$ cat config.mk
export PLATFORM = sky130hd
export DESIGN_NAME = psr_ctrl
export DESIGN_NICKNAME = d
export VERILOG_FILES = /design/src/hdl/psr_pkg.sv /design/src/hdl/psr_ctrl.sv /design/src/hdl/psr_timer.sv
export VERILOG_INCLUDE_DIRS = /design/src /design/src/hdl
export SDC_FILE = /design/constraint.sdc
export NUM_CORES = 1
export LEC_CHECK = 0
export ABC_AREA = 1
export BUFFER_PORTS_ARGS = -buffer_cell sky130_fd_sc_hd__buf_2
export CORE_MARGIN = 4
export CORE_UTILIZATION = 31
export DETAILED_ROUTE_END_ITERATION = 8
export PLACE_DENSITY = 0.54
export SLEW_MARGIN = 10
export SYNTH_ARGS = -nofsm -noshare
export SYNTH_HDL_FRONTEND = slang
export SYNTH_HIERARCHICAL = 1
export SYNTH_SLANG_ARGS = --single-unit
$ cat constraint.sdc
create_clock -name ref_clk -period 2.8 [get_ports ref_clk]
set_input_delay 0.42 -clock ref_clk [delete_from_list [all_inputs] [get_ports ref_clk]]
set_output_delay 0.42 -clock ref_clk [all_outputs]
set_load 0.01 [all_outputs]
$ cat src/hdl/psr_defs.svh
/*
  Timing constants for the pseudo-static RAM cycle controller.
  Assumes a 100 MHz ref_clk; all times are printed in ns and converted here.
*/
`ifndef PSR_DEFS_SVH
`define PSR_DEFS_SVH

`define PSR_CLK_NS            10
`define PSR_CYC_NS            175
`define PSR_ACC_NS            120
`define PSR_OE_TO_CE_NS       100
`define PSR_OE_HIGH_NS        15
`define PSR_FLOAT_NS          40
`define PSR_WE_HIGH_NS        15
`define PSR_WE_PULSE_NS       20
`define PSR_WE_TO_CE_NS       120
`define PSR_CE_PULSE_NS       25
`define PSR_FMC_HIGH_NS       90
`define PSR_FMC_TO_REF_NS     100
`define PSR_REF_CYC_NS        350
`define PSR_REF_PULSE_NS      20
`define PSR_REF_LOW_TO_CE_NS  175
`define PSR_REF_HIGH_CE_NS    15
`define PSR_REF_INT_NS        31000
`define PSR_EXT_PULSE_NS      5000
`define PSR_EXT_HIGH_NS       175
`define PSR_EXT_TO_CE_NS      170
`define PSR_INIT_NS           100000
`define PSR_REF_WIN_NS        4000000
`define PSR_REF_WIN_CNT       256

// Least times round up, longest times round down
`define PSR_CYC_MIN(ns)  (((ns) + `PSR_CLK_NS - 1) / `PSR_CLK_NS)
`define PSR_CYC_MAX(ns)  ((ns) / `PSR_CLK_NS)

`define PSR_ACC_CYC       `PSR_CYC_MAX(`PSR_ACC_NS)
`define PSR_CYC_CYC       `PSR_CYC_MIN(`PSR_CYC_NS)
`define PSR_OECE_CYC      `PSR_CYC_MIN(`PSR_OE_TO_CE_NS)
`define PSR_OEH_CYC       `PSR_CYC_MIN(`PSR_OE_HIGH_NS)
`define PSR_FLOAT_CYC     `PSR_CYC_MIN(`PSR_FLOAT_NS)
`define PSR_WEH_CYC       `PSR_CYC_MIN(`PSR_WE_HIGH_NS)
`define PSR_WEP_CYC       `PSR_CYC_MIN(`PSR_WE_PULSE_NS)
`define PSR_WECE_CYC      `PSR_CYC_MIN(`PSR_WE_TO_CE_NS)
`define PSR_CEP_CYC       `PSR_CYC_MIN(`PSR_CE_PULSE_NS)
`define PSR_FMCH_CYC      `PSR_CYC_MIN(`PSR_FMC_HIGH_NS)
`define PSR_FMCREF_CYC    `PSR_CYC_MIN(`PSR_FMC_TO_REF_NS)
`define PSR_REFCYC_CYC    `PSR_CYC_MIN(`PSR_REF_CYC_NS)
`define PSR_REFP_CYC      `PSR_CYC_MIN(`PSR_REF_PULSE_NS)
`define PSR_REFCE_CYC     `PSR_CYC_MIN(`PSR_REF_LOW_TO_CE_NS)
`define PSR_REFHCE_CYC    `PSR_CYC_MIN(`PSR_REF_HIGH_CE_NS)
`define PSR_REFINT_CYC    `PSR_CYC_MAX(`PSR_REF_INT_NS)
`define PSR_EXTP_CYC      `PSR_CYC_MIN(`PSR_EXT_PULSE_NS)
`define PSR_EXTH_CYC      `PSR_CYC_MIN(`PSR_EXT_HIGH_NS)
`define PSR_EXTCE_CYC     `PSR_CYC_MIN(`PSR_EXT_TO_CE_NS)
`define PSR_INIT_CYC      `PSR_CYC_MIN(`PSR_INIT_NS)
`define PSR_REFWIN_CYC    `PSR_CYC_MAX(`PSR_REF_WIN_NS / `PSR_REF_WIN_CNT)

`endif

$ cat src/hdl/psr_pkg.sv
/*
  Types for the pseudo-static RAM cycle controller.
  Assumes psr_defs.svh supplies the timing constants.
*/
package psr_pkg;

  typedef enum logic [1:0] {
    PSR_OP_READ,
    PSR_OP_WRITE,
    PSR_OP_DUMMY,
    PSR_OP_EXT
  } psr_op_t;

  typedef logic [12:0] psr_addr_t;
  typedef logic [7:0]  psr_data_t;

endpackage

$ cat src/hdl/psr_ctrl.sv
/*
  Host-side controller for an 8192 x 8 edge-triggered pseudo-static RAM.
  Drives cycle strobe, output gate, write strobe, refresh request, address
  and a three-signal data bus; runs read, write, dummy row and extended
  self-refresh cycles, and schedules periodic refresh itself.
  Assumes: requests come from logic on ref_clk; ram_dq_in is an external pin.
*/
// Notes on behaviour
// Memory holds 8192 bytes, 13-bit address, 8 two-way data lines.
// Read data sampled no earlier than 120 ns after strobe falls.
// Strobe falling edges spaced at least 175 ns apart.
// At least 100 ns from output gate low to next strobe fall.
// Output gate high at least 15 ns before next strobe fall.
// Device floats data within 40 ns after output gate rises.
// Write strobe high at least 15 ns before next strobe fall.
// Output gate stays high throughout a write cycle.
// Write strobe stays high throughout a read cycle.
// Strobe with gate and write strobe high is a dummy row cycle.
// After dummy row cycle, strobe stays high at least 90 ns.
// After dummy row cycle, 100 ns before refresh request falls.
// Refresh overlapping an access stretches strobe spacing to 350 ns.
// Refresh request pulsed at intervals of at most 31000 ns.
// Refresh request low 5000 ns or more is an extended cycle.
// After extended pulse, refresh request high at least 175 ns.
// After extended pulse, 170 ns before next strobe fall.
// Device latches the address at strobe fall for the cycle.
// Refresh request fall queues a refresh after any current access.
// At least 256 refresh pulses every 4 ms.
// Power-up: refresh request low, others high, for 100 us.
// Device drives data only while output gate is low in a read.
`timescale 1ns/1ps
`include "psr_defs.svh"

module psr_ctrl (
  input  wire logic              ref_clk,
  input  wire logic              arst_n,
  input  wire logic              req_valid,
  input  wire psr_pkg::psr_op_t  req_op,
  input  wire psr_pkg::psr_addr_t req_addr,
  input  wire psr_pkg::psr_data_t req_wdata,
  output logic                   req_ready,
  output logic                   rsp_valid,
  output psr_pkg::psr_data_t     rsp_rdata,
  output logic                   ram_ce_n,
  output logic                   ram_oe_n,
  output logic                   ram_we_n,
  output logic                   refresh_request_n,
  output psr_pkg::psr_addr_t     ram_addr,
  input  wire psr_pkg::psr_data_t ram_dq_in,
  output psr_pkg::psr_data_t     ram_dq_out,
  output logic                   ram_dq_oe
);

  typedef enum logic [3:0] {
    PSR_INIT,
    PSR_IDLE,
    PSR_RD,
    PSR_WR,
    PSR_DUMMY,
    PSR_REF,
    PSR_EXT,
    PSR_GAP
  } psr_state_t;

  typedef struct packed {
    psr_state_t          state;
    psr_pkg::psr_op_t    op;
    logic [16:0]         step;
    logic [16:0]         gap;
    logic [16:0]         ref_age;
    logic                ref_due;
    logic                ce_n;
    logic                oe_n;
    logic                we_n;
    logic                ref_n;
    psr_pkg::psr_addr_t  addr;
    psr_pkg::psr_data_t  dq_out;
    logic                dq_oe;
    logic                ready;
    logic                rsp_valid;
    psr_pkg::psr_data_t  rdata;
    logic [2:0][7:0]     sync;
  } psr_ctrl_st_t;

  psr_ctrl_st_t st_r;
  psr_ctrl_st_t st_nxt;
  logic         tmr_load;
  logic [16:0]  tmr_count;
  logic         tmr_done;

  // ---------------------------------------------------------------
  // Helpers
  // ---------------------------------------------------------------
  function automatic logic [16:0] cyc(input int n);
    cyc = 17'(n);
  endfunction

  // Strobe spacing after dummy row and extended cycles, held to the longest limit
  function automatic logic [16:0] gap_after(input psr_pkg::psr_op_t op);
    case (op)
      psr_pkg::PSR_OP_DUMMY: gap_after = cyc(`PSR_FMCREF_CYC);
      psr_pkg::PSR_OP_EXT:   gap_after = cyc(`PSR_EXTH_CYC);
      default:               gap_after = cyc(`PSR_OEH_CYC);
    endcase
  endfunction

  psr_timer u_timer (
    .ref_clk (ref_clk),
    .arst_n  (arst_n),
    .load    (tmr_load),
    .count   (tmr_count),
    .done    (tmr_done)
  );

  // ---------------------------------------------------------------
  // Next state
  // ---------------------------------------------------------------
  always_comb begin
    st_nxt    = st_r;
    tmr_load  = 1'b0;
    tmr_count = 17'h0_0000;
    st_nxt.rsp_valid = 1'b0;
    // Three-stage pin sampler; only the last stage is used
    st_nxt.sync[0] = ram_dq_in;
    st_nxt.sync[1] = st_r.sync[0];
    st_nxt.sync[2] = st_r.sync[1];
    st_nxt.step = st_r.step + 17'h0_0001;
    // Burst-rate bound is the tighter one; it also keeps every gap short
    if (st_r.ref_age != 17'h1_ffff) begin
      st_nxt.ref_age = st_r.ref_age + 17'h0_0001;
    end
    if (st_r.ref_age >= cyc(`PSR_REFWIN_CYC - `PSR_REFCYC_CYC - `PSR_EXTP_CYC / 50)) begin
      st_nxt.ref_due = 1'b1; // see R14
    end
    case (st_r.state)
      PSR_INIT: begin
        st_nxt.ref_n = 1'b0;
        st_nxt.ce_n  = 1'b1;
        st_nxt.oe_n  = 1'b1;
        st_nxt.we_n  = 1'b1;
        if (st_r.step >= cyc(`PSR_INIT_CYC)) begin
          st_nxt.ref_n   = 1'b1;
          st_nxt.state   = PSR_GAP;
          st_nxt.gap     = cyc(`PSR_EXTCE_CYC);
          st_nxt.step    = 17'h0_0000;
          st_nxt.ref_age = 17'h0_0000;
        end
      end
      PSR_IDLE: begin
        st_nxt.ready = 1'b0;
        if (st_r.ref_due) begin
          // Refresh first: starts idle, so no overlap stretch is needed
          st_nxt.state   = PSR_REF;
          st_nxt.ref_n   = 1'b0;
          st_nxt.ref_due = 1'b0;
          st_nxt.ref_age = 17'h0_0000;
          st_nxt.step    = 17'h0_0000;
        end else if (req_valid && st_r.ready) begin
          // Address set with the strobe fall, held for the whole cycle
          st_nxt.op    = req_op;
          st_nxt.addr  = req_addr; // see R1
          st_nxt.step  = 17'h0_0000;
          if (req_op == psr_pkg::PSR_OP_EXT) begin
            st_nxt.state = PSR_EXT;
            st_nxt.ref_n = 1'b0;
          end else begin
            st_nxt.ce_n = 1'b0;
            case (req_op)
              psr_pkg::PSR_OP_READ: begin
                st_nxt.state = PSR_RD;
                st_nxt.oe_n  = 1'b0;
              end
              psr_pkg::PSR_OP_WRITE: begin
                st_nxt.state  = PSR_WR;
                st_nxt.we_n   = 1'b0;
                st_nxt.dq_out = req_wdata;
                st_nxt.dq_oe  = 1'b1;
              end
              default: begin
                st_nxt.state = PSR_DUMMY;
              end
            endcase
          end
        end else begin
          // Offer no slot that a pending refresh would take instead
          st_nxt.ready = !st_nxt.ref_due;
        end
      end
      PSR_RD: begin
        if (st_r.step == cyc(`PSR_CEP_CYC - 1)) begin
          st_nxt.ce_n = 1'b1;
        end
        // Pin sampler adds two cycles of lag; one more keeps the pin
        // sample off the edge at which the access time runs out
        if (st_r.step == cyc(`PSR_ACC_CYC + 3)) begin
          st_nxt.rdata     = st_r.sync[2];
          st_nxt.rsp_valid = 1'b1;
          st_nxt.oe_n      = 1'b1;
        end
        if (st_r.step >= cyc(`PSR_ACC_CYC + 3) && st_r.step >= cyc(`PSR_OECE_CYC)) begin
          st_nxt.state = PSR_GAP;
          st_nxt.oe_n  = 1'b1;
          // Device may still drive for the float time; wait it out
          st_nxt.gap   = cyc(`PSR_FLOAT_CYC); // see R5
          st_nxt.step  = 17'h0_0000;
        end
      end
      PSR_WR: begin
        if (st_r.step == cyc(`PSR_CEP_CYC - 1)) begin
          st_nxt.ce_n = 1'b1;
        end
        if (st_r.step == cyc(`PSR_WEP_CYC - 1)) begin
          st_nxt.we_n = 1'b1;
        end
        if (st_r.step >= cyc(`PSR_WECE_CYC - `PSR_WEH_CYC)) begin
          st_nxt.state = PSR_GAP;
          st_nxt.we_n  = 1'b1;
          st_nxt.dq_oe = 1'b0;
          st_nxt.gap   = cyc(`PSR_WEH_CYC);
          st_nxt.step  = 17'h0_0000;
        end
      end
      PSR_DUMMY: begin
        if (st_r.step >= cyc(`PSR_CEP_CYC - 1)) begin
          st_nxt.ce_n  = 1'b1;
          st_nxt.state = PSR_GAP;
          st_nxt.gap   = gap_after(st_r.op); // see R11
          st_nxt.step  = 17'h0_0000;
        end
      end
      PSR_REF: begin
        if (st_r.step >= cyc(`PSR_REFP_CYC - 1)) begin
          st_nxt.ref_n = 1'b1;
          st_nxt.state = PSR_GAP;
          st_nxt.gap   = cyc(`PSR_REFCE_CYC - `PSR_REFP_CYC);
          st_nxt.step  = 17'h0_0000;
        end
      end
      PSR_EXT: begin
        st_nxt.ref_age = 17'h0_0000;
        if (st_r.step >= cyc(`PSR_EXTP_CYC - 1) &&
            !(req_valid && req_op == psr_pkg::PSR_OP_EXT)) begin
          st_nxt.ref_n     = 1'b1;
          st_nxt.rsp_valid = 1'b1;
          st_nxt.state     = PSR_GAP;
          st_nxt.gap       = gap_after(st_r.op); // see R16
          st_nxt.step      = 17'h0_0000;
        end
      end
      PSR_GAP: begin
        if (st_r.step >= st_r.gap) begin
          st_nxt.state = PSR_IDLE;
          st_nxt.ready = 1'b0;
          // Spacing timer runs on from the strobe fall; a reload would cut it
        end
      end
      default: begin
        st_nxt.state = PSR_IDLE;
      end
    endcase
    // Strobe-to-strobe spacing is also enforced from the last fall
    if (st_nxt.ce_n == 1'b0 && st_r.ce_n == 1'b1 && !tmr_done) begin
      st_nxt = st_r; // Guard only: ready already waits for the spacing timer
    end
    if (st_nxt.ce_n == 1'b0 && st_r.ce_n == 1'b1) begin
      tmr_load  = 1'b1;
      tmr_count = cyc(`PSR_CYC_CYC - 1);
    end
    if (st_r.state == PSR_IDLE && !tmr_done) begin
      st_nxt.ready = 1'b0;
    end
  end

  // ---------------------------------------------------------------
  // State register
  // ---------------------------------------------------------------
  always_ff @(posedge ref_clk or negedge arst_n) begin
    if (!arst_n) begin
      st_r       <= '0;
      st_r.state <= PSR_INIT;
      st_r.ce_n  <= 1'b1;
      st_r.oe_n  <= 1'b1;
      st_r.we_n  <= 1'b1;
      st_r.ref_n <= 1'b0;
    end else begin
      st_r <= st_nxt;
    end
  end

  // ---------------------------------------------------------------
  // Outputs
  // ---------------------------------------------------------------

  assign req_ready         = st_r.ready;
  assign rsp_valid         = st_r.rsp_valid;
  assign rsp_rdata         = st_r.rdata;
  assign ram_ce_n          = st_r.ce_n;
  assign ram_oe_n          = st_r.oe_n;
  assign ram_we_n          = st_r.we_n;
  assign refresh_request_n = st_r.ref_n;
  assign ram_addr          = st_r.addr;
  assign ram_dq_out        = st_r.dq_out;
  assign ram_dq_oe         = st_r.dq_oe;

endmodule

$ cat src/hdl/psr_timer.sv
/*
  Down-counting interval timer; done is high once the loaded count has run out.
  Assumes a single ref_clk domain and an active-low asynchronous reset.
*/
`timescale 1ns/1ps

module psr_timer (
  input  wire logic        ref_clk,
  input  wire logic        arst_n,
  input  wire logic        load,
  input  wire logic [16:0] count,
  output logic             done
);

  typedef struct packed {
    logic [16:0] cnt;
  } psr_tmr_st_t;

  psr_tmr_st_t st_r;
  psr_tmr_st_t st_nxt;

  always_comb begin
    st_nxt = st_r;
    if (load) begin
      st_nxt.cnt = count;
    end else if (st_r.cnt != 17'h0_0000) begin
      st_nxt.cnt = st_r.cnt - 17'h0_0001;
    end
  end

  always_ff @(posedge ref_clk or negedge arst_n) begin
    if (!arst_n) begin
      st_r <= '0;
    end else begin
      st_r <= st_nxt;
    end
  end

  assign done = (st_r.cnt == 17'h0_0000);

endmodule

Word level (Yosys, flattened, before mapping)
Index checks and enable logic that the tools add are counted.
{"block": "totals", "register_bits": 135, "inputBits": 34}
{"block": "op_classes", "addsub": 3, "n_lt_le_gt_ge": 8, "n_eq_ne": 33, "mux": 66, "n_bitwise": 5, "n_reduce_logical": 33}
{"cell": "$mux 34", "count": 5}
{"cell": "$pmux 17 s7", "count": 1}
{"cell": "$pmux 17 s6", "count": 1}
{"cell": "$mux 17", "count": 4}
{"cell": "$mux 60", "count": 1}
{"cell": "$mux 51", "count": 1}
{"cell": "$pmux 17 s3", "count": 1}
{"cell": "$mux 23", "count": 2}
{"cell": "$mux 4", "count": 9}
{"cell": "$add 17x1->17 const B", "count": 2}
{"cell": "$ge 17x4->1 const B", "count": 2}
{"cell": "$pmux 4 s8", "count": 1}
{"cell": "$mux 9", "count": 3}
{"cell": "$mux 26", "count": 1}
{"cell": "$mux 1", "count": 21}
{"cell": "$mux 21", "count": 1}
{"cell": "$reduce_and 7->1", "count": 3}
{"cell": "$ne 2x2->1 const B", "count": 10}
{"cell": "$mux 18", "count": 1}
{"cell": "$eq 17x1->1 const B", "count": 1}
{"cell": "$eq 17x2->1 const B", "count": 1}
{"cell": "$eq 17x4->1 const B", "count": 1}
{"cell": "$ge 17x1->1 const B", "count": 1}
{"cell": "$ge 17x11->1 const B", "count": 1}
{"cell": "38 further kinds", "count": 73}

Logic depth before layout (Yosys ltp)
Gate-level depths: netlist (run 1).
{"block": "depth", "depth_word": 14, "mapped_depth": 16, "ltp_nobuf": 14}

Cells and area by module
The synthesis (run 1) kept the hierarchy.
{"mod": "psr_ctrl", "n_inst": 1, "cells_per_inst": 1010, "area_each_um2": 7074.3, "seq_area_each_um2": 2631.3}
{"mod": "psr_timer", "n_inst": 1, "cells_per_inst": 170, "area_each_um2": 1183.6, "seq_area_each_um2": 425.4}

Least setup slack after synthesis (run 1)
OpenSTA, ideal clock, no wires.
{"block": "synth_path", "path_type": "reg-to-reg", "startpoint": "reg u_timer/st_r[0] (netlist name)", "endpoint": "reg u_timer/st_r[2] (netlist name)", "setup_ns": 0.073, "arrival_time_ns": 2.568, "path_slack_ns": 0.159, "stages_incl_launch_ff": 15, "n_path_buf": 2, "path_cell_list": "dfrtp_1 -> inv_1 -> ha_1 -> nand2_2 -> nor2_4 -> nand3_1 -> nor3_1 -> inv_1 -> clkbuf_1 -> nor3_1 -> inv_1 -> nand4_4 -> clkinv_4 -> buf_12 -> a21oi_2"}
{"block": "synth_via", "elab_chain_len": 8, "elab_cells_between_ends": 12, "cone_classes": "add/sub (1); mux (4); bitwise (1); reduce/logical (6)"}
{"element": "from (decl)", "line_no": "psr_timer.sv:19", "source": "psr_tmr_st_t st_r;"}
{"element": "from (signal assigned)", "line_no": "psr_timer.sv:35", "source": "st_r <= st_nxt;"}
{"element": "$logic_not 17->1 (*)", "line_no": "psr_timer.sv:39", "source": "assign done = (st_r.cnt == 17'h0_0000);"}
{"element": "net tmr_done", "line_no": "psr_ctrl.sv:89", "source": "logic tmr_done;"}
{"element": "$logic_not 1->1 (*)", "line_no": "psr_ctrl.sv:262", "source": "if (st_nxt.ce_n == 1'b0 && st_r.ce_n == 1'b1 && !tmr_done) begin"}
{"element": "$logic_and 1x1->1 (*)", "line_no": "psr_ctrl.sv:262"}
{"element": "$mux 60 (*)", "line_no": "psr_ctrl.sv:262"}
{"element": "$not 1->1 (*)", "line_no": "psr_ctrl.sv:265", "source": "if (st_nxt.ce_n == 1'b0 && st_r.ce_n == 1'b1) begin"}
{"element": "$logic_and 1x1->1 (*)", "line_no": "psr_ctrl.sv:265"}
{"element": "$mux 1 (*)", "line_no": "psr_ctrl.sv:265"}
{"element": "net tmr_load", "line_no": "psr_ctrl.sv:87", "source": "logic tmr_load;"}
{"element": "$mux 17 or $reduce_bool 2->1 (tied branches)"}
The timed path passes the listed nets; every way through them passes the cells marked *. The select of a mux whose other input is x is not followed.
A chain may end at the register's enable or synchronous reset.

Final worst setup path (run 1)
{"block": "layout_path", "startpoint": "reg u_timer/st_r[0] (netlist name)", "endpoint": "reg u_timer/st_r[8] (netlist name)"}
Same word-level chain as after synthesis.

==> results.yml, run 1 <==
pwr:
  power.switching_uw: 4480
  power_frac_comb: 0.470
  clock_power_share: 0.230
  p_leak_uw: 0.00482
  ir_worst_vdd_mv: 0.440
  p_per_area_nw_per_um2: 1020
  pwr-share-seq: 0.300
  internal-power_uw: 5170
  finalPower_uw: 9650
  switching_share: 0.464
global_route:
  gr-max-usage-layer: "met2"
  grt_max_degree: 62
  grt_pass1_wl_um: 38200
  met1_usage: 0.220
  met2_usage: 0.256
  gr-usage-met3: 0.0260
  grt_use_total: 0.160
  antenna_found_initial: 0
  grt_pass1_vias: 7465
  grt-ovfl-total: 0
yosys:
  synth.yosys.warnings: 6
  ys_ff_latch: 122
  synth-xor-area-share: 0.0202
  ys_seq_area_frac: 0.370
  synth_top_family_by_area: "simple AND/OR/NAND/NOR gates"
  async_flop_share: 1.00
  syn-instance-count: 1180
  syn_area_um2: 8260
  synthFlopType: "dfrtp_1"
  synthSimpleGateAreaFrac: 0.382
  syn_avg_cell_area_um2: 7.00
  muxShareOfSynthArea: 0.00970
  synth_edf_count: 0
  synth.distinct_cells: 47
  synth_compound_area_frac: 0.0791
  synth-adder-area-share: 0.0167
run:
  cap_violations: 0
setup_path:
  r2r_start: "u_timer/st_r[0]"
  r2r_end: "u_timer/st_r[8]"
  crit_arrival_ns: 2.77
  critPathRequiredTime_ns: 3.14
  reg2regPathDepth: 12
  crit_path_start_kind: "register"
  r2r_setup_slack_ns: 0.37
  crit_fanout: 12
  critical_path_class: "reg -> reg"
  endpoint_kind: "register"
timing:
  timing.max_slew.rel_slack: 0.588
  setup_viol: 0
  layout_setup_ws_ns: 0.366
  fmax_ghz: 0.411
  tightest_slew_ns: 0.618
  period_needed_ns: 2.43
  finalSetupTns_ns: 0
  hold_slack_ns: -0.00321
  rsz0062_at_grt: "no"
  final.period_utilization: 0.869
  hold_viol_final: 1
  skew_ns: 0.0186
  slew_viol_final: 0
drt:
  post_drt_wl_per_cell_um: 14.4
  drtPass1Iterations: 5
  drtIter0Drc: 584
  routed_wl_um: 22700
  drt.antenna.violating_nets: 0
  viasPerCell: 4.87
  drc: 0
  num_vias: 7706
hold_path:
  hold_path.class: "in -> async"
floorplanning:
  fp.dieW_um: 171
  core_area_um2: 26100
  ios: 70
  initial_core_util: 0.316
  die_area_um2: 29300
  die_h_um: 171
  rows: 59
placement:
  place_hpwl_um: 16300
  port_buffers: 69
  place_inst: 1549
  dp_slack_ns: 0.308
  place_congestion: 0.896
layout:
  layout_common_cells: "nand2_1 (321), nand3_1 (146), inv_1 (130), dfrtp_1 (119), nor2_1 (101)"
  fin_util: 0.360
  area_delta_synth_final_pct: 14.1
  final_common_cell: "nand2_1"
  n_antenna_cell: 0
  drive_gt1_frac: 0.161
  nets: 1278
  stdcell_count: 1581
  nFillCells: 2804
clock_tree:
  post_cts_resized: 0
  path_clk_slew_ns: 0.07
  postCtsSetupRepairBufs: 0
  cts_made_buffers: 17
  clockBufferDepth: 2
  clkSinkCount: 122
  tritoncts: "done"
  clock_latency_ns: 0.43
  h-tree-depth: 4
  cts_root_buf: "clkbuf_16"
  hold_buffers: 0
outcome:
  status: "finished with violations"
  failed_checks: "negative hold slack"
[through the flow]
step / cell area [um^2] / hold WS (ns)
after CTS: 9420 / 0.0135
after global routing: 9420 / 0.0494
after global placement: 8830 / 0.450
final: 9420 / -0.00321
after detailed placement: 8830 / 0.457
after floorplan: 8310 / 0.124
[critical path: stages (launching register included)]
cell	delay [ns]
dfrtp_1	0.37
inv_1	0.11
ha_1	0.22
nand2_2	0.10
nor2_4	0.21
nand3_1	0.14
nor3_1	0.22
inv_1	0.10
nor3_2	0.19
inv_1	0.18
nand4_4	0.20
clkinv_4	0.16
a21oi_1	0.15
[sequential cells by signal, indices dropped and copies added, names as in the netlist]
| register | cells |
|---|---|
| refresh_request_n | 1 |
| req_ready | 1 |
| u_timer/st_r | 17 |
| rsp_rdata | 8 |
| ram_ce_n | 1 |
| rsp_valid | 1 |
| ram_dq_oe | 1 |
| ram_oe_n | 1 |
| ram_we_n | 1 |
| st_r | 69 |
| ram_dq_out | 8 |
| ram_addr | 13 |
[metal layers]
layer	wire length (um)	up-vias
li1	-	3890
met1	10900	3564
met2	10100	215
met3	1230	37
met4	478	0
met5	0	-
[cell usage after synthesis, types with 2 or more instances]
cell | n | area (um^2)
clkbuf_1 | 19 | 71.3
inv_1 | 130 | 488
nor3b_1 | 2 | 15.0
xnor2_1 | 2 | 17.5
buf_2 | 23 | 115
nand3b_1 | 4 | 30.0
nand2_1 | 321 | 1200
nand4_1 | 59 | 369
inv_2 | 4 | 15.0
dfrtp_1 | 119 | 2980
o21a_1 | 2 | 15.0
or2_2 | 2 | 12.5
o21ai_1 | 4 | 20.0
nand3_1 | 146 | 731
buf_4 | 32 | 240
o21ai_2 | 8 | 70.1
nor2_2 | 13 | 81.3
a21oi_2 | 10 | 87.6
o21ai_0 | 52 | 260
dfstp_2 | 3 | 78.8
o21bai_1 | 3 | 22.5
o31ai_1 | 2 | 15.0
ha_1 | 11 | 138
nor2_1 | 102 | 383
xor2_1 | 17 | 149
nand3_2 | 5 | 50.1
and2_1 | 3 | 18.8
nor3_1 | 18 | 90.1
nor2_4 | 6 | 67.6
a21oi_1 | 24 | 120
buf_6 | 3 | 33.8
mux2i_1 | 8 | 80.1
nand2_2 | 9 | 56.3
[worst max-delay path by stage]
stage	slack, ns	cells past startpoint	from	to
finish	0.37	12	u_timer/st_r[0]	u_timer/st_r[8]
global route	0.02	12	u_timer/st_r[0]	u_timer/st_r[8]
CTS	0.31	12	u_timer/st_r[0]	u_timer/st_r[8]
floorplan	0.16	14	u_timer/st_r[0]	u_timer/st_r[2]
global placement	0.41	12	u_timer/st_r[0]	u_timer/st_r[8]
detailed placement	0.31	12	u_timer/st_r[0]	u_timer/st_r[8]
[layout make-up]
cell class | count | area [um^2] | share of cell area
well taps | 335 | 419 | 0.0445
clock buffers | 18 | 439 | 0.0466
multi-input cells | 857 | 4260 | 0.453
flip-flops and latches | 122 | 3060 | 0.325
clock inverters | 14 | 145 | 0.0154
repair buffers | 99 | 577 | 0.0612
inverters | 136 | 518 | 0.0550
[cells by family after synthesis]
family          count (synthesis)
fa+ha+maj                      11
compound gates                110
mux                             8
other cells                     1
xor+xnor                       19
flops                         122
buf+inv                       215
simple gates                  694
[power groups by stage]
| stage | logic, uW | clock network [uW] | registers (uW) |
|---|---|---|---|
| floorplan | 3510 | 0 | 2780 |
| global placement | 4460 | 0 | 2910 |
| detailed placement | 4520 | 0 | 2900 |
| CTS | 4540 | 2280 | 2890 |
| global route | 5130 | 2360 | 2980 |
| finish | 4530 | 2220 | 2890 |
Power figures use the tool's default switching activity.
==> run 2: changes to the inputs <==
--- a/config.mk
+++ b/config.mk
@@ -6,7 +6,6 @@
 export SDC_FILE = /design/constraint.sdc
 export NUM_CORES = 1
 export LEC_CHECK = 0
-export ABC_AREA = 1
 export BUFFER_PORTS_ARGS = -buffer_cell sky130_fd_sc_hd__buf_2
 export CORE_MARGIN = 4
 export CORE_UTILIZATION = 31
==> run 2 against run 1 <==
  * Non-clock buffer count rose by 21
  * Highest routed layer unchanged
  * Largest cell class unchanged
  * Critical path type unchanged
  * Clock skew fell by 0.013 ns
  * Synthesized cell count fell by 42%
  * Hold slack improved by 0.20 ns
  * Power fell by 32%
  * Setup slack got worse by 0.40 ns
  * The flow finishes with violations (negative setup slack)
==> results.yml, run 2 <==
outcome:
  status: "finished with violations"
  failed_checks: "negative setup slack"
global_route:
  grt_use_total: 0.136
  grt-ovfl-total: 0
  grt_max_degree: 79
  grt_pass1_wl_um: 26000
  antenna_found_initial: 0
  grt_pass1_vias: 4947
yosys:
  synthFlopType: "dfrtp_1"
  netlist_top_cells_area: "dfrtp_1 (46%), nand2_1 (7.2%), mux2_2 (5.2%)"
  ys_ff_latch: 122
  syn_avg_cell_area_um2: 9.50
  syn_area_um2: 6540
  synth_area_leader_cell: "dfrtp_1"
  async_flop_share: 1.00
  yosys-top-cells-count: "nand2_1 (125), dfrtp_1 (119), nor2_1 (59), mux2_2 (30), buf_4 (29)"
  ys_seq_area_frac: 0.468
  synth_top_area_share: 0.456
  synth.yosys.warnings: 6
  synth.most_common_cell: "nand2_1"
  syn-instance-count: 688
  synth.distinct_cells: 69
  synth_edf_count: 0
timing:
  period_needed_ns: 2.84
  skew_ns: 0.00593
  tightest_slew_ns: 0.603
  layout_setup_ws_ns: -0.0385
  rsz0062_at_grt: "yes"
  hold_slack_ns: 0.197
  finalSetupTns_ns: -0.0385
  setup_viol: 1
  hold_viol_final: 0
  timing.max_slew.rel_slack: 0.598
  slew_viol_final: 0
  final.period_utilization: 1.01
  fmax_ghz: 0.352
setup_path:
  r2r_end: "st_r[114]"
  max_stage_delay_ns: 0.45
  crit_arrival_ns: 3.14
  endpoint_kind: "register"
  worstPathCellList: "inv_2 > ha_4 > or4b_4 > or4_4 > nor2_4 > nand2b_4 > buf_6 > nor2_4 > o21ai_1 > or3b_4 > mux2_4"
  r2r_start: "u_timer/st_r[0]"
  r2r_setup_slack_ns: -0.04
  slowest_stage: "or4b_4"
  crit_fanout: 4
  reg2regPathDepth: 11
  critical_path_class: "reg -> reg"
  cp_common_cell: "nor2_4"
  critPathRequiredTime_ns: 3.10
  crit_path_start_kind: "register"
placement:
  dp_slack_ns: -0.0385
  place_hpwl_um: 10700
  place_inst: 1027
  placed_area_um2: 7380
  port_buffers: 69
  place_congestion: 0.859
layout:
  area_delta_synth_final_pct: 25.4
  nFillCells: 2037
  largest_register_ffs: 69
  nets: 827
  n_antenna_cell: 0
  final-seq-area_um2: 3060
  final_common_cell: "nand2_1"
  drive_gt1_frac: 0.281
  stdcell_count: 1065
  multi_input_area_um2: 3320
  stdcell_area_um2: 8200
  layout_common_cells: "nand2_1 (125), dfrtp_1 (119), buf_2 (68), nor2_1 (55), buf_4 (44)"
  regMostFlops: "st_r"
drt:
  num_vias: 5086
  drtIter0Drc: 366
  routed_wl_um: 15500
  viasPerCell: 4.78
  drt.antenna.violating_nets: 0
  drtPass1Iterations: 4
  drc: 0
  post_drt_wl_per_cell_um: 14.6
clock_tree:
  h-tree-depth: 4
  cts_root_buf: "clkbuf_16"
  clkSinkCount: 122
  clockBufferDepth: 2
  path_clk_slew_ns: 0.06
  cts_made_buffers: 17
  tritoncts: "done"
  clock_latency_ns: 0.42
hold_path:
  min_from: "ram_dq_in[0]"
  holdPathEnd: "st_r[0]"
  hold_path.class: "in -> reg"
  min_delay_path_depth: 3
floorplanning:
  die_h_um: 153
  fp.dieW_um: 153
  ios: 70
  core_area_um2: 20500
  initial_core_util: 0.319
  rows: 52
  die_area_um2: 23500
pwr:
  ir_worst_vdd_mv: 0.318
  p_per_area_nw_per_um2: 804
  p_leak_uw: 0.00382
run:
  cap_violations: 0
[run 2: cell count changes in the layout (fill, tap and decap cells not counted), moves of 14 or more]
| cell | delta |
|---|---|
| nand2_1 | -196 |
| nand3_1 | -128 |
| inv_1 | -116 |
| nand4_1 | -48 |
| nor2_1 | -46 |
| o21ai_0 | -33 |
| mux2_4 | +22 |
| xnor2_1 | +18 |
| nor4_1 | +17 |
| buf_4 | +14 |
[run 2: worst max path at each step]
stage                     cells after the start       endpoint  slack (ns)            start
after global placement                       11  ram_dq_out[7]       0.005  u_timer/st_r[0]
final                                        11      st_r[114]       -0.04  u_timer/st_r[0]
after floorplan                              12      st_r[114]       -0.30  u_timer/st_r[0]
after CTS                                    10      st_r[114]       0.005  u_timer/st_r[1]
after global routing                         11      st_r[114]       -0.12  u_timer/st_r[0]
after detailed placement                     11  ram_dq_out[5]       -0.04  u_timer/st_r[0]
[run 2: critical path: cells and delay by family, from the launching register on]
kind,cells,cell delay (ns)
fa+ha+maj,1,0.12
simple gates,6,1.60
flops,1,0.39
mux,1,0.30
buf+inv,2,0.18
compound gates,1,0.14
[run 2: final cells by class]
type                       count  area share
clock buffer                  19      0.0552
tap                          270      0.0412
timing repair buffer         120      0.0969
clock inverter                13      0.0203
inverter                      18     0.00839
multi-input combinational    503       0.405
sequential                   122       0.373
[run 2: metal layers]
layer	up-vias	global-route usage	wire length (um)
li1	2553	-	-
met1	2413	0.190	7770
met2	89	0.197	6790
met3	31	0.0396	641
met4	0	0.0535	323
met5	-	0	0
[run 2: metrics by stage]
stage                      util  total power, uW
after global placement    0.360             4220
after CTS                 0.392             6570
after floorplan               -             3720
after detailed placement  0.360             4230
after global routing      0.400             7020
final                     0.400             6590
[run 2: cells by family after synthesis]
logic type	after synthesis	synth area share
AND/OR/NAND/NOR	300	0.222
flip-flops	122	0.468
AO/OA/AOI/OAI	109	0.118
buffers and inverters	77	0.0666
XOR/XNOR	35	0.0469
multiplexers	33	0.0574
adder cells (fa/ha/maj)	11	0.0211
other	1	0.000574
[run 2: repair_timing]
item | CTS | global route
resized for setup | 3 | 33
endpoints found under the setup margin | 10 | 19
setup buffers | 3 | 2
cloned | 0 | 0
pin swaps | 1 | 4
hold endpoints to repair | 0 | 1
hold buffers | 0 | 1
[run 2: power breakdown]
group | internal [uW] | switching [uW]
clock | 1450 | 836
sequential | 2070 | 221
combinational | 848 | 1160
==> run 3: changes to the inputs <==
--- a/config.mk
+++ b/config.mk
@@ -7,6 +7,7 @@
 export NUM_CORES = 1
 export LEC_CHECK = 0
 export BUFFER_PORTS_ARGS = -buffer_cell sky130_fd_sc_hd__buf_2
+export CORE_ASPECT_RATIO = 1.2
 export CORE_MARGIN = 4
 export CORE_UTILIZATION = 31
 export DETAILED_ROUTE_END_ITERATION = 8
==> run 3 against run 2 <==
  * Global-route usage about the same
  * Fmax up 2.5%
  * Count of clock-buffer cells in the layout up 2
  * First-iteration DRC count down 33%
  * Via count up 0.85%
  * The run now ends clean
  * Core utilization down 0.78 points
  * Sequential share of layout area up 0.79 points
  * Hold slack better by 0.0026 ns
  * Setup slack better by 0.069 ns
==> results.yml, run 3 (synthesis results as in run 2) <==
outcome:
  status: "finished, final reports clean"
timing:
  slew_viol_final: 0
  timing.max_slew.rel_slack: 0.525
  tightest_slew_ns: 0.703
  fmax_ghz: 0.361
  rsz0062_at_grt: "yes"
  layout_setup_ws_ns: 0.0305
  final.period_utilization: 0.989
  skew_ns: 0.0139
  hold_slack_ns: 0.200
  period_needed_ns: 2.77
  hold_viol_final: 0
  setup_viol: 0
drt:
  drtPass1Iterations: 4
  drtIter0Drc: 244
  num_vias: 5129
  drt.antenna.violating_nets: 0
  post_drt_wl_per_cell_um: 14.5
  drc: 0
  routed_wl_um: 15300
  viasPerCell: 4.86
pwr:
  ir_worst_vdd_mv: 0.447
  finalPower_uw: 6460
  p_per_area_nw_per_um2: 804
  power_frac_comb: 0.297
  switching_share: 0.335
  internal-power_uw: 4290
  pwr-share-seq: 0.359
  power.switching_uw: 2160
  p_leak_uw: 0.00374
  clock_power_share: 0.343
clock_tree:
  clockBufferDepth: 2
  h-tree-depth: 4
  clock_latency_ns: 0.42
  path_clk_slew_ns: 0.06
  cts_made_buffers: 17
  tritoncts: "done"
  clkSinkCount: 122
  cts_root_buf: "clkbuf_16"
floorplanning:
  rows: 57
  initial_core_util: 0.319
  core_area_um2: 20500
  die_area_um2: 23500
  ios: 70
  fp.dieW_um: 141
  die_h_um: 167
layout:
  regMostFlops: "st_r"
  area_delta_synth_final_pct: 22.8
  stdcell_area_um2: 8030
  nets: 822
  drive_gt1_frac: 0.267
  fin_util: 0.392
  largest_register_ffs: 69
  n_antenna_cell: 0
  final_common_cell: "nand2_1"
  layout_common_cells: "nand2_1 (125), dfrtp_1 (119), buf_2 (68), nor2_1 (57), buf_4 (41)"
global_route:
  grt-ovfl-total: 0
  grt_pass1_wl_um: 26100
  grt_pass1_vias: 5069
  grt_use_total: 0.136
  antenna_found_initial: 0
  grt_max_degree: 64
setup_path:
  crit_path_start_kind: "register"
  critPathRequiredTime_ns: 3.09
  crit_arrival_ns: 3.06
  crit_fanout: 4
  r2r_setup_slack_ns: 0.03
  endpoint_kind: "register"
  critical_path_class: "reg -> reg"
placement:
  port_buffers: 69
  placed_area_um2: 7370
  place_congestion: 0.872
  dp_slack_ns: -0.0278
  place_hpwl_um: 11000
hold_path:
  hold_path.class: "in -> reg"
run:
  cap_violations: 0
-- run 3: cell types whose count changed in the layout (fill, tap and decap cells not counted), moves of 3 or more --
cell	delta
buf_4	-3
buf_6	-3
clkbuf_1	+3
mux2_2	+18
mux2_4	-20
-- run 3: path summary, 6_finish.rpt --
check                      cells after the start       startpoint               to
hold reg to reg                                2          st_r[8]          st_r[8]
min in group asynchronous                      2           arst_n  u_timer/st_r[8]
setup / recovery                              10  u_timer/st_r[0]        st_r[114]
hold / removal                                 3     ram_dq_in[5]          st_r[5]
max in group asynchronous                      3           arst_n         st_r[14]
setup reg to reg                              10  u_timer/st_r[0]        st_r[114]
-- run 3: repair_timing --
item | in CTS | in global routing
endpoints found under the hold margin | 28 | 0
gates resized for setup | 2 | 7
setup buffers | 0 | 2
endpoints found under the setup margin | 2 | 28
hold buffers | 1 | 0
pin swaps | 1 | 2
-- run 3: layer usage --
metal	up-vias	track usage	wire [um]
li1	2544	-	-
met1	2452	0.176	6910
met2	107	0.220	7400
met3	26	0.0258	573
met4	0	0.0594	380
met5	-	0	0
-- run 3: critical path, stage by stage, from the launching register on --
cell,delay [ns]
dfrtp_1,0.39
inv_2,0.08
ha_4,0.12
or4b_4,0.45
or4_4,0.45
nor2_4,0.11
nand2b_4,0.18
nor2_4,0.07
o21ai_2,0.11
or3b_4,0.41
mux2_4,0.30
-- run 3: stage by stage --
stage          std cells  setup TNS [ns]
6_report            1055               0
5_1_grt             1055          -0.191
4_1_cts             1053               0
3_5_place_dp        1020         -0.0302
3_3_place_gp        1020         -0.0134
2_1_floorplan        702           -9.20
-- run 3: final cells by class --
cell class | instances | area (um^2)
clock buffers | 21 | 450
clock inverters | 11 | 145
fillers | 2058 | 12400
inverters | 18 | 68.8
multi-input cells | 503 | 3220
flip-flops and latches | 122 | 3060
well taps | 265 | 332
repair buffers | 115 | 758
-- run 3: power by group through the flow --
stage          clock [uW]  combinational (uW)  sequential [uW]
2_1_floorplan           0                1450             2280
3_3_place_gp            0                1890             2350
3_5_place_dp            0                1910             2350
4_1_cts              2280                1920             2320
5_1_grt              2360                2140             2370
6_report             2220                1920             2320
